===== src/pkg/sac_defs.vh =====
// Register map, field positions and constants of the serial CRC and audio control block
`ifndef SAC_DEFS_VH
`define SAC_DEFS_VH
`define SAC_OFS_CTRL      12'h000
`define SAC_OFS_POLY      12'h010
`define SAC_OFS_RXCRC     12'h014
`define SAC_OFS_TXCRC     12'h018
`define SAC_OFS_AUDIO     12'h01c
`define SAC_OFS_STAT      12'h024
`define SAC_OFS_RXDATA    12'h028
`define SAC_CTRL_CRC_CHECK_ENABLE    0
`define SAC_CTRL_LSBF     1
`define SAC_CTRL_FRM16    2
`define SAC_CTRL_PRST     3
`define SAC_CTRL_SPIEN    4
`define SAC_CTRL_MASK     32'h0000001f
`define SAC_POLY_RST      16'h0007
`define SAC_AUD_MASK      32'h00000fbf
`define SAC_AUD_SEL       11
`define SAC_AUD_EN        10
`define SAC_AUD_OPM_HI    9
`define SAC_AUD_OPM_LO    8
`define SAC_AUD_PCMS      7
`define SAC_AUD_STD_HI    5
`define SAC_AUD_STD_LO    4
`define SAC_AUD_IDLE_CLOCK_LEVEL      3
`define SAC_AUD_DTL_HI    2
`define SAC_AUD_DTL_LO    1
`define SAC_AUD_CHL       0
`define SAC_OPM_STX       2'h0
`define SAC_OPM_SRX       2'h1
`define SAC_OPM_MTX       2'h2
`define SAC_OPM_MRX       2'h3
`define SAC_STD_PHIL      2'h0
`define SAC_STD_MSBJ      2'h1
`define SAC_STD_LSBJ      2'h2
`define SAC_STD_PCM       2'h3
`define SAC_DTL_16        2'h0
`define SAC_DTL_24        2'h1
`define SAC_DTL_32        2'h2
`define SAC_FIFO_DEPTH    16
`define SAC_FIFO_AW       4
`endif


===== src/hdl/sac_fifo.v =====
// Parameterised synchronous FIFO with valid/ready on both sides
`timescale 1ns/100ps
`default_nettype none
module sac_fifo #(
    parameter WIDTH = 16,
    parameter DEPTH = 16,
    parameter AW    = 4
) (
    input  wire             clk,
    input  wire             rst_n,
    input  wire             ce,
    input  wire             flush,
    input  wire [WIDTH-1:0] in_data,
    input  wire             in_valid,
    output wire             in_ready,
    output wire [WIDTH-1:0] out_data,
    output wire             out_valid,
    input  wire             out_ready
);
    reg [WIDTH-1:0] mem [0:DEPTH-1];  // Storage array
    reg [AW:0]      wp_ff;            // Write pointer with wrap bit
    reg [AW:0]      rp_ff;            // Read pointer with wrap bit
    wire            full;
    wire            empty;
    assign full      = (wp_ff[AW] != rp_ff[AW]) && (wp_ff[AW-1:0] == rp_ff[AW-1:0]);
    assign empty     = (wp_ff == rp_ff);
    assign in_ready  = ~full;
    assign out_valid = ~empty;
    assign out_data  = mem[rp_ff[AW-1:0]];
    // Array write, no reset needed on data
    always @(posedge clk) begin
        if (ce && in_valid && !full && !flush) begin
            mem[wp_ff[AW-1:0]] <= in_data;
        end
    end
    // Pointers
    always @(posedge clk or negedge rst_n) begin
        if (!rst_n) begin
            wp_ff <= {(AW+1){1'b0}};
            rp_ff <= {(AW+1){1'b0}};
        end else if (ce) begin
            if (flush) begin
                wp_ff <= {(AW+1){1'b0}};
                rp_ff <= {(AW+1){1'b0}};
            end else begin
                if (in_valid && !full) begin
                    wp_ff <= wp_ff + 1'b1;
                end
                if (out_ready && !empty) begin
                    rp_ff <= rp_ff + 1'b1;
                end
            end
        end
    end
endmodule
`default_nettype wire


===== src/hdl/sac_top.v =====
// Serial port CRC accumulators, audio control register, AHB-Lite slave and receive shifter
//
// Decided for this implementation: register access over AHB-Lite.
`timescale 1ns/100ps
`default_nettype none
`include "sac_defs.vh"
module sac_top (
    input  wire        hclk,
    input  wire        hresetn,
    input  wire        ce,
    input  wire        hsel,
    input  wire [11:0] haddr,
    input  wire [1:0]  htrans,
    input  wire        hwrite,
    input  wire [2:0]  hsize,
    input  wire [31:0] hwdata,
    input  wire        hready,
    output wire [31:0] hrdata,
    output wire        hreadyout,
    output wire        hresp,
    input  wire        peripheral_reset_bit,
    input  wire        audio_bit_clock,
    input  wire        link_sd_in,
    input  wire        link_ws_in,
    input  wire        tx_bit_valid,
    input  wire        tx_bit_value,
    input  wire        tx_frame_busy,
    output reg         sd_out_ff,
    output reg         audio_ck_out_ff,
    output reg         audio_ck_oe_ff,
    output reg         ws_oe_ff,
    output reg         sd_oe_ff
);
    reg  [31:0] ctrl_ff;         // Main control: CRC enable, bit order, frame size, reset, enable
    reg  [15:0] poly_ff;         // CRC polynomial
    reg  [15:0] rx_crc_value;    // Receive CRC accumulator
    reg  [15:0] tx_crc_value;    // Transmit CRC accumulator
    reg  [11:0] aud_ff;          // Audio port control, only mapped bits held
    reg  [31:0] hrdata_ff;       // Read data register
    reg         ap_wr_ff;        // Pending write data phase
    reg  [11:0] ap_addr_ff;      // Latched address
    reg  [2:0]  ck_sync_ff;      // Bit clock synchroniser plus edge history
    reg  [1:0]  sd_sync_ff;      // Serial data synchroniser
    reg  [1:0]  ws_sync_ff;      // Word select synchroniser
    reg         ws_d_ff;         // Previous synchronised word select
    reg  [15:0] rx_sh_ff;        // Receive shift register
    reg  [4:0]  rx_cnt_ff;       // Received bits in frame
    reg         rx_busy_ff;      // Receive frame in progress
    wire        crc_check_enable;
    wire        lsb_first_select;
    wire        frame16;
    wire        audio_mode_select;
    wire        audio_port_enable;
    wire [1:0]  audio_operation_mode;
    wire        pcm_sync_length;
    wire [1:0]  audio_standard_select;
    wire        idle_clock_level;
    wire [1:0]  sample_data_length;
    wire        channel_slot_length;
    wire        aud_active;      // Audio port really running
    wire        port_enable;     // Serial engine running in either mode
    wire        is_rx_mode;
    wire        is_master;
    wire        ck_rise;         // Sampling edge of the link clock
    wire        transfer_ongoing_flag;
    wire        fifo_in_ready;
    wire        fifo_out_valid;
    wire [15:0] fifo_out_data;
    wire        fifo_pop;
    wire        fifo_push;
    wire        rx_done;
    wire        rx_start_cond;   // Framing says a new frame may begin here
    wire        rx_start;        // First bit of a frame is being taken
    wire [15:0] rx_next;         // Shifter value once the current bit is in
    wire [31:0] aud_wr_data;     // Bus word with reserved audio bits cleared
    wire        ap_take;
    wire        wr_ctrl;
    wire        crc_clr;
    wire [4:0]  frame_bits;
    reg  [31:0] rd_mux;
    // Field decode
    assign crc_check_enable      = ctrl_ff[`SAC_CTRL_CRC_CHECK_ENABLE];
    assign lsb_first_select      = ctrl_ff[`SAC_CTRL_LSBF];
    assign frame16               = ctrl_ff[`SAC_CTRL_FRM16];
    assign audio_mode_select     = aud_ff[`SAC_AUD_SEL];
    assign audio_port_enable     = aud_ff[`SAC_AUD_EN];
    assign audio_operation_mode  = aud_ff[`SAC_AUD_OPM_HI:`SAC_AUD_OPM_LO];
    assign pcm_sync_length       = aud_ff[`SAC_AUD_PCMS];
    assign audio_standard_select = aud_ff[`SAC_AUD_STD_HI:`SAC_AUD_STD_LO];
    assign idle_clock_level      = aud_ff[`SAC_AUD_IDLE_CLOCK_LEVEL];
    assign sample_data_length    = aud_ff[`SAC_AUD_DTL_HI:`SAC_AUD_DTL_LO];
    assign channel_slot_length   = aud_ff[`SAC_AUD_CHL];
    // Audio fields only count in audio mode
    assign aud_active  = audio_mode_select & audio_port_enable;
    assign port_enable = audio_mode_select ? aud_active : ctrl_ff[`SAC_CTRL_SPIEN];
    assign is_master   = aud_active & audio_operation_mode[1];
    assign is_rx_mode  = audio_mode_select ? audio_operation_mode[0] : 1'b1;
    // Frame length: SPI by frame size, audio by sample length
    // Longer audio samples keep only their last 16 bits in the shifter
    assign frame_bits = !audio_mode_select ? (frame16 ? 5'h0f : 5'h07) :
                        (sample_data_length == `SAC_DTL_16) ? 5'h0f :
                        (sample_data_length == `SAC_DTL_24) ? 5'h17 : 5'h1f;
    // CRC step over one bit, width 8 or 16
    function [15:0] sac_crc_step;
        input [15:0] crc;
        input [15:0] poly;
        input        bitv;
        input        wide;
        reg          fb;
        begin
            fb = bitv ^ (wide ? crc[15] : crc[7]);
            sac_crc_step = {crc[14:0], 1'b0} ^ (fb ? poly : 16'h0000);
            if (!wide) begin
                sac_crc_step = {8'h00, sac_crc_step[7:0]};
            end
        end
    endfunction
    // Link synchronisers; first stage only feeds the second
    always @(posedge hclk or negedge hresetn) begin
        if (!hresetn) begin
            ck_sync_ff <= 3'h0;
            sd_sync_ff <= 2'h0;
            ws_sync_ff <= 2'h0;
            ws_d_ff    <= 1'b0;
        end else if (ce) begin
            ck_sync_ff <= {ck_sync_ff[1:0], audio_bit_clock};
            sd_sync_ff <= {sd_sync_ff[0], link_sd_in};
            ws_sync_ff <= {ws_sync_ff[0], link_ws_in};
            ws_d_ff    <= ws_sync_ff[1];
        end
    end
    // Data sampled on rising edge, or falling edge when idle level is high and the audio port is active
    assign ck_rise = (ck_sync_ff[2] != ck_sync_ff[1]) &&
                     (ck_sync_ff[1] == ~(aud_active & idle_clock_level));
    // Frame start: any sampled edge in SPI, word select change or long PCM sync in audio
    assign rx_start_cond = !audio_mode_select || (ws_sync_ff[1] != ws_d_ff) ||
                           (audio_standard_select == `SAC_STD_PCM && pcm_sync_length);
    // A full FIFO holds the start off, so no frame is half captured
    assign rx_start = ck_rise && !rx_busy_ff && rx_start_cond && fifo_in_ready &&
                      port_enable && is_rx_mode && !peripheral_reset_bit;
    // LSB first drops each bit at its own position so short frames stay right-aligned
    assign rx_next = lsb_first_select ?
                     ((rx_sh_ff & ~(16'h0001 << rx_cnt_ff[3:0])) | ({15'h0000, sd_sync_ff[1]} << rx_cnt_ff[3:0])) :
                     {rx_sh_ff[14:0], sd_sync_ff[1]};
    assign rx_done   = rx_busy_ff && ck_rise && (rx_cnt_ff == frame_bits);
    // The last bit lands in the same edge, so the FIFO takes the shifted value
    assign fifo_push = rx_done;
    // Receive shifter: starts on word select change or long PCM sync (audio) or first edge (SPI)
    always @(posedge hclk or negedge hresetn) begin
        if (!hresetn) begin
            rx_sh_ff   <= 16'h0000;
            rx_cnt_ff  <= 5'h00;
            rx_busy_ff <= 1'b0;
        end else if (ce) begin
            if (!port_enable || !is_rx_mode || peripheral_reset_bit) begin
                rx_busy_ff <= 1'b0;
                rx_cnt_ff  <= 5'h00;
            end else if (rx_start) begin
                // First bit of the frame, bit count starts at one
                rx_busy_ff <= 1'b1;
                rx_cnt_ff  <= 5'h01;
                rx_sh_ff   <= {15'h0000, sd_sync_ff[1]};
            end else if (rx_busy_ff && ck_rise) begin
                rx_sh_ff   <= rx_next;
                rx_cnt_ff  <= rx_cnt_ff + 5'h01;
                if (rx_cnt_ff == frame_bits) begin
                    rx_busy_ff <= 1'b0;
                end
            end
        end
    end
    assign transfer_ongoing_flag = rx_busy_ff | tx_frame_busy;
    // Clear on CRC enable written to one or on peripheral reset
    assign ap_take = hsel && hready && htrans[1];
    assign wr_ctrl = ap_wr_ff && (ap_addr_ff == `SAC_OFS_CTRL);
    assign crc_clr = peripheral_reset_bit || (wr_ctrl && hwdata[`SAC_CTRL_CRC_CHECK_ENABLE]);
    // CRC accumulators, one step per bit
    always @(posedge hclk or negedge hresetn) begin
        if (!hresetn) begin
            rx_crc_value <= 16'h0000;
            tx_crc_value <= 16'h0000;
        end else if (ce) begin
            if (crc_clr) begin
                rx_crc_value <= 16'h0000;
                tx_crc_value <= 16'h0000;
            end else if (crc_check_enable) begin
                // The start bit counts as well, or the sum would miss it
                if (rx_start || (rx_busy_ff && ck_rise)) begin
                    rx_crc_value <= sac_crc_step(rx_crc_value, poly_ff, sd_sync_ff[1], frame16);
                end
                if (tx_bit_valid) begin
                    // Bit arrives in wire order, so bit order shapes the result
                    tx_crc_value <= sac_crc_step(tx_crc_value, poly_ff, tx_bit_value, frame16);
                end
            end
        end
    end
    // Pin drive: master drives clock and word select, transmitter drives data
    always @(posedge hclk or negedge hresetn) begin
        if (!hresetn) begin
            sd_out_ff       <= 1'b0;
            audio_ck_out_ff <= 1'b0;
            audio_ck_oe_ff  <= 1'b0;
            ws_oe_ff        <= 1'b0;
            sd_oe_ff        <= 1'b0;
        end else if (ce) begin
            audio_ck_out_ff <= idle_clock_level & aud_active;
            audio_ck_oe_ff  <= is_master;
            ws_oe_ff        <= is_master;
            sd_oe_ff        <= port_enable & ~is_rx_mode;
            sd_out_ff       <= tx_bit_valid ? tx_bit_value : sd_out_ff;
        end
    end
    // AHB address phase capture; writes complete in data phase
    always @(posedge hclk or negedge hresetn) begin
        if (!hresetn) begin
            ap_wr_ff   <= 1'b0;
            ap_addr_ff <= 12'h000;
        end else if (ce) begin
            ap_wr_ff   <= ap_take & hwrite;
            ap_addr_ff <= {haddr[11:2], 2'b00};
        end
    end
    assign aud_wr_data = hwdata & `SAC_AUD_MASK;
    // Register writes; reserved bits masked off
    always @(posedge hclk or negedge hresetn) begin
        if (!hresetn) begin
            ctrl_ff <= 32'h00000000;
            poly_ff <= `SAC_POLY_RST;
            aud_ff  <= 12'h000;
        end else if (ce && ap_wr_ff) begin
            case (ap_addr_ff)
                `SAC_OFS_CTRL:  ctrl_ff <= hwdata & `SAC_CTRL_MASK;
                `SAC_OFS_POLY:  poly_ff <= hwdata[15:0];
                `SAC_OFS_AUDIO: aud_ff  <= aud_wr_data[11:0];
                default:        ctrl_ff <= ctrl_ff;
            endcase
        end
    end
    // Read mux; half-word reads of CRC get the same low lanes
    always @* begin
        case ({haddr[11:2], 2'b00})
            `SAC_OFS_CTRL:   rd_mux = ctrl_ff;
            `SAC_OFS_POLY:   rd_mux = {16'h0000, poly_ff};
            `SAC_OFS_RXCRC:  rd_mux = {16'h0000, rx_crc_value};
            `SAC_OFS_TXCRC:  rd_mux = {16'h0000, tx_crc_value};
            `SAC_OFS_AUDIO:  rd_mux = {20'h00000, aud_ff};
            `SAC_OFS_STAT:   rd_mux = {29'h0, fifo_out_valid, channel_slot_length, transfer_ongoing_flag};
            `SAC_OFS_RXDATA: rd_mux = {16'h0000, fifo_out_data};
            default:         rd_mux = 32'h00000000;
        endcase
    end
    assign fifo_pop = ce && ap_take && !hwrite && ({haddr[11:2], 2'b00} == `SAC_OFS_RXDATA);
    // Read data registered at the address phase edge
    always @(posedge hclk or negedge hresetn) begin
        if (!hresetn) begin
            hrdata_ff <= 32'h00000000;
        end else if (ce && ap_take && !hwrite) begin
            hrdata_ff <= rd_mux;
        end
    end
    assign hrdata    = hrdata_ff;
    assign hreadyout = 1'b1;
    assign hresp     = 1'b0;
    // Received frames buffered for software
    sac_fifo #(
        .WIDTH (16),
        .DEPTH (`SAC_FIFO_DEPTH),
        .AW    (`SAC_FIFO_AW)
    ) u_rx_fifo (
        .clk       (hclk),
        .rst_n     (hresetn),
        .ce        (ce),
        .flush     (peripheral_reset_bit),
        .in_data   (rx_next),
        .in_valid  (fifo_push),
        .in_ready  (fifo_in_ready),
        .out_data  (fifo_out_data),
        .out_valid (fifo_out_valid),
        .out_ready (fifo_pop)
    );
endmodule
`default_nettype wire


===== config.mk =====
export PLATFORM = sky130hd
export DESIGN_NAME = sac_top
export DESIGN_NICKNAME = d
export VERILOG_FILES = /design/src/hdl/sac_fifo.v /design/src/hdl/sac_top.v
export VERILOG_INCLUDE_DIRS = /design/src /design/src/pkg
export SDC_FILE = /design/constraint.sdc
export NUM_CORES = 1
export LEC_CHECK = 0
export ABC_CLOCK_PERIOD_IN_PS = 5700
export BUFFER_PORTS_ARGS = -buffer_cell sky130_fd_sc_hd__buf_4
export CORE_MARGIN = 3
export CORE_UTILIZATION = 50
export DETAILED_ROUTE_END_ITERATION = 10
export GPL_TIMING_DRIVEN = 0
export PLACE_DENSITY = 0.67
export SKIP_LAST_GASP = 1
export SLEW_MARGIN = 10
export SYNTH_ARGS = -nofsm -noshare
export SYNTH_HDL_FRONTEND = slang
export SYNTH_HIERARCHICAL = 1
export SYNTH_SLANG_ARGS = --single-unit

===== constraint.sdc =====
create_clock -name hclk -period 5.7 [get_ports hclk]
set_input_delay 0.285 -clock hclk [delete_from_list [all_inputs] [get_ports hclk]]
set_output_delay 0.285 -clock hclk [all_outputs]
set_load 0.005 [all_outputs]

Word level (Yosys, flattened, before mapping)
Memory sizes are Yosys's and may differ from the RTL's.
Index checks and enable logic that the tools add are counted.
{"block": "totals", "wordCells": 157, "ramBits": 256, "in_bits": 62, "mem_count": 1, "reg_bits": 151}
{"block": "classes", "n_reduce_logical": 60, "bitwise": 18, "eq_ne": 17, "mux": 35, "shift": 2, "addsub": 3}
{"name": "u_rx_fifo.mem", "words": 16, "width": 16, "rd": 1, "rd_ports_with_merged_regs": 0, "write_ports": 1, "line_no": "sac_fifo.v:20", "source": "reg [WIDTH-1:0] mem [0:DEPTH-1];"}
{"op": "$mux W16", "count": 13}
{"op": "$pmux W16 S7", "count": 1}
{"op": "$eq A10 B3 Y1 const B", "count": 6}
{"op": "$mux W5", "count": 9}
{"op": "$xor A16 B16 Y16", "count": 2}
{"op": "$logic_and A1 B1 Y1", "count": 24}
{"op": "$eq A10 B4 Y1 const B", "count": 2}
{"op": "$and A16 B16 Y16", "count": 1}
{"op": "$not A16 Y16", "count": 1}
{"op": "$or A16 B16 Y16", "count": 1}
{"op": "$shl A1 B4 Y16", "count": 1}
{"op": "$shl A1 B4 Y16 const A", "count": 1}
{"op": "$add A5 B1 Y5 const B", "count": 3}
{"op": "$reduce_and A2 Y1", "count": 7}
{"op": "$logic_not A12 Y1", "count": 1}
{"op": "$reduce_and A3 Y1", "count": 4}
{"op": "$reduce_bool A2 Y1", "count": 6}
{"op": "$eq A5 B5 Y1", "count": 2}
{"op": "$logic_not A10 Y1", "count": 1}
{"op": "$mux W1", "count": 10}
{"op": "$logic_not A1 Y1", "count": 8}
{"op": "$mux W4", "count": 2}
{"op": "$logic_or A1 B1 Y1", "count": 6}
{"op": "$reduce_bool A3 Y1", "count": 2}
{"op": "10 further kinds", "count": 21}

Logic depth before layout (Yosys ltp)
{"block": "logic_depth", "word_depth": 15, "ltp_mapped": 11}

By module
Netlist, hierarchy kept.
{"mod": "sac_fifo", "seq_area_each_um2": 7937.6, "area_per_inst_um2": 10694.0, "n_inst": 1, "cells_each": 574}
{"mod": "sac_top", "seq_area_each_um2": 3131.8, "area_per_inst_um2": 6796.5, "n_inst": 1, "cells_each": 666}

Worst setup path before layout
Ideal clock, no wire load.
{"block": "synth_timing", "path_kind": "register to register", "startpoint": "register aud_ff[10]", "endpoint": "memory u_rx_fifo.mem[4][0] (enable)", "stages_incl_launch_ff": 8, "t_arrival_ns": 3.638, "t_required_ns": 5.264, "path_slack_ns": 1.626, "path_buffers": 1, "path_cell_list": "dfrtp_1 -> nand3_1 -> mux2i_2 -> nand3_1 -> nor3_1 -> clkbuf_1 -> nand3_1 -> nor4b_1"}
{"block": "synth_via", "elab_chain_len": 12}
{"element": "from (decl)", "line_no": "sac_top.v:38", "source": "reg [11:0] aud_ff;"}
{"element": "from (signal assigned)", "line_no": "sac_top.v:235", "source": "`SAC_OFS_AUDIO: aud_ff <= aud_wr_data[11:0];"}
{"element": "$and A1 B1 Y1", "line_no": "sac_top.v:94", "source": "assign aud_active = audio_mode_select & audio_port_enable;"}
{"element": "$and A1 B1 Y1", "line_no": "sac_top.v:134", "source": "(ck_sync_ff[1] == ~(aud_active & idle_clock_level));"}
{"element": "$not A1 Y1", "line_no": "sac_top.v:134"}
{"element": "$eq A1 B1 Y1", "line_no": "sac_top.v:134"}
{"element": "$logic_and A1 B1 Y1", "line_no": "sac_top.v:133", "source": "assign ck_rise = (ck_sync_ff[2] != ck_sync_ff[1]) &&"}
{"element": "$logic_and A1 B1 Y1 (2 in a row)", "line_no": "sac_top.v:145", "source": "assign rx_done = rx_busy_ff && ck_rise && (rx_cnt_ff == frame_bits);"}
{"element": "net fifo_push", "line_no": "sac_top.v:70", "source": "wire fifo_push;"}
{"element": "$logic_and A1 B1 Y1 (3 in a row)", "line_no": "sac_fifo.v:32", "source": "if (ce && in_valid && !full && !flush) begin"}
{"element": "$mux W1", "line_no": "sac_fifo.v:32"}
{"element": "$mux W1 (not written as such)", "line_no": "sac_fifo.v:33", "source": "mem[wp_ff[AW-1:0]] <= in_data;"}
{"element": "to (decl)", "line_no": "sac_fifo.v:20"}
The timed path passes the listed nets, and every way through them passes these cells.

Worst setup path in the final report
{"block": "layout_timing", "startpoint": "register aud_ff[10]", "endpoint": "memory u_rx_fifo.mem[6][11] (enable)"}
The elaborated chain is that of the path after synthesis.

==> impl_metrics.json <==
{
  "cp_slowest_cell": "nor4b_2",
  "coreArea_um2": 34000,
  "drcViolationCount": 0,
  "ir_drop_uv": 214,
  "final_layout_size_suffix_gt1_share_pct": 23.1,
  "totalWireLength_um": 44200,
  "relSlewSlack_pct": 19.1,
  "viasPerCell": 6.03,
  "clock_skew_ps": 13.0,
  "die_area_um2": 37300,
  "synth_cells": 1240,
  "fillers": 2621,
  "clkTransAtPathRegs_ps": 60,
  "synthTopCellsByArea": "edfxtp_1 (44%), dfrtp_1 (19%), mux2i_1 (4.2%)",
  "dr.pass1.iters": 5,
  "antenna_found_initial": 0,
  "p_int_mw": 4.76,
  "power.share.clock_pct": 45.4,
  "grt_pass1_wl_um": 67100,
  "crit_top_cell": "nand3_1",
  "rsz0062_at_grt": "false",
  "fmax_mhz": 225,
  "layout.cells.non_filler": 1886,
  "final_area_um2": 20500,
  "path_cells": "nand3_1 -> mux2i_2 -> nand3_1 -> nor3_1 -> clkbuf_1 -> nand3_1 -> nor4b_2 -> buf_4 -> buf_6",
  "swShare_pct": 20.4,
  "cts_inserted_buffers": 41,
  "syn_area_per_cell_um2": 14.1,
  "fin_crit_ps": 4440,
  "synthFlopType": "edfxtp_1",
  "period_share_pct": 77.9,
  "grt_pass1_vias": 11100,
  "clock-sinks": 391,
  "outcome": "finished clean",
  "tightestPinTransition_ps": 1210,
  "crit_type": "reg2reg",
  "crit_path_max_fanout": 10,
  "grt_overflow": 0,
  "diodes": 0,
  "area_growth_pct": 17.5,
  "hold_viol": 0,
  "total_power_mw": 5.97,
  "die_w_um": 193,
  "synth_seq_cells": 391,
  "rows": 67,
  "antenna_left": 0,
  "hp-class": "in2reg",
  "cp-start-kind": "register",
  "num_vias": 11400,
  "portBuffers": 59,
  "dp_cells": 1790,
  "max_stage_delay_ps": 850,
  "power_frac_seq_pct": 51.0,
  "yosysTopAreaCell": "edfxtp_1",
  "drtIter0Drc": 1114,
  "fp.dieH_um": 193,
  "ctsRootBufferMaster": "clkbuf_16",
  "finalSetupTns_ps": 0,
  "layout.nets": 1481,
  "synth_edf_count": 256,
  "placement.cell_area_um2": 18900,
  "async_flop_share_pct": 34.5,
  "power_frac_comb_pct": 3.6,
  "cts_tree": "built",
  "worstPathRequired_ps": 5950,
  "maxCapViolations": 0,
  "grt_max_degree": 75,
  "switchingPower_mw": 1.22,
  "p_leak_nw": 7.95,
  "worstSkewPairLatency_ps": 540,
  "clock_path_buffers": 3,
  "endpoint_kind": "register",
  "cp.arrival_ps": 4690,
  "wl_per_cell_um": 23.5,
  "ios": 101,
  "cts_max_level": 2,
  "synth_seq_area_share_pct": 63.3,
  "netlist_area_um2": 17500,
  "hpwl_um": 31600,
  "cellPowerDensity_nw_per_um2": 291,
  "yosysTopAreaCellShare_pct": 44.0,
  "slew_violations": 0,
  "yosys_warnings": 6,
  "initial_core_util_pct": 51.4,
  "finalWeightedCongestion": 0.912,
  "setup_viol": 0,
  "grt_usage_pct": 24.1,
  "ys_types": 78
}
[cells by family (layout without fill, tap and decap cells)]
kind of cell    Yosys count  count (layout)  share of synthesized area, %
flops                   391             391                          63.3
compound gates          262             262                          11.0
simple gates            257             257                          7.40
mux                     160             160                          11.8
buf+inv                 114             296                          3.32
xor+xnor                 43              43                          2.28
fa+ha+maj                11              11                         0.787
other cells               2              18                        0.0429
[worst max-delay path: cells and delay by family, from the launching register on]
| kind | cells | cell delay [ps] |
|---|---|---|
| buffers and inverters | 3 | 870 |
| DFF | 1 | 450 |
| and+or+nand+nor | 5 | 2340 |
| muxes | 1 | 480 |
[path summary, 6_finish.rpt]
check	start	to	slack, ps	cells past startpoint
max reg2reg	aud_ff[10]	u_rx_fifo/mem[6][11]	1260	9
min in group asynchronous	hresetn	audio_ck_out_ff	280	2
min reg2reg	hrdata[12]	hrdata[12]	480	2
min	hwdata[10]	poly_ff[10]	20	2
max in group asynchronous	hresetn	poly_ff[1]	4610	3
max	aud_ff[10]	u_rx_fifo/mem[6][11]	1260	9
[power groups by stage]
stage | sequential, mW | combinational (mW) | clock (mW)
final | 3.05 | 0.217 | 2.71
after global routing | 3.05 | 0.237 | 2.87
after CTS | 3.05 | 0.215 | 2.75
after detailed placement | 3.10 | 0.202 | 0
after global placement | 3.10 | 0.195 | 0
after floorplan | 3.10 | 0.109 | 0
[stage by stage]
step	setup slack, ps	hold slack (ps)	util [%]
after detailed placement	1430	302	55.6
final	1260	21.1	60.4
after global routing	1130	8.47	60.4
after CTS	1400	1.86	60.2
after global placement	-971	468	54.5
after floorplan	1630	-10.6	-
[placed cells by master, fill, tap and decap left out, types with 36 or more instances in the layout]
cell | Yosys | routed
xor2_1 | 36 | 36
dfrtp_1 | 132 | 132
mux2_2 | 53 | 53
clkbuf_16 | 0 | 42
a221oi_1 | 38 | 38
nand2_1 | 120 | 120
a22oi_1 | 54 | 54
buf_4 | 27 | 101
mux2i_1 | 74 | 74
edfxtp_1 | 256 | 256
o21ai_0 | 48 | 48
clkbuf_1 | 37 | 51
[Yosys cell counts, types with 24 or more instances]
| library cell | number |
|---|---|
| nand2_1 | 120 |
| o21ai_0 | 48 |
| clkbuf_1 | 37 |
| dfrtp_1 | 132 |
| buf_4 | 27 |
| edfxtp_1 | 256 |
| mux4_2 | 32 |
| inv_1 | 24 |
| xor2_1 | 36 |
| a22oi_1 | 54 |
| mux2_2 | 53 |
| nor2_1 | 35 |
| a221oi_1 | 38 |
| mux2i_1 | 74 |
[cell type report]
class | count | area, µm² | area share [%]
flip-flops and latches | 391 | 11100 | 53.9
multi-input cells | 751 | 6020 | 29.3
clock buffers | 57 | 1120 | 5.44
repair buffers | 109 | 956 | 4.65
well taps | 448 | 561 | 2.73
plain buffers | 90 | 490 | 2.39
clock inverters | 16 | 240 | 1.17
inverters | 24 | 90.1 | 0.438
[layer usage]
| layer | share of wire, % | track usage, % |
|---|---|---|
| met1 | 43 | 34.9 |
| met2 | 46 | 37.4 |
| met3 | 8.1 | 5.48 |
| met4 | 2.2 | 6.29 |
| met5 | 0 | 0 |
[registers in the layout, indices dropped and copies added, names as in the netlist, 5 cells and up]
| register | count |
|---|---|
| u_rx_fifo/mem | 256 |
| hrdata | 16 |
| poly_ff | 16 |
| rx_crc_value | 16 |
| rx_sh_ff | 16 |
| tx_crc_value | 16 |
| aud_ff | 11 |
| ap_addr_ff | 10 |
| ctrl_ff | 5 |
| rx_cnt_ff | 5 |
| u_rx_fifo/rp_ff | 5 |
| u_rx_fifo/wp_ff | 5 |
[what timing repair did]
action                    in CTS  in global routing
hold endpoints to repair      90                  0
hold buffers                  22                  0
resized for setup              0                  0
setup buffers                  0                  0
No activity file was read; power rests on OpenSTA's default activity.
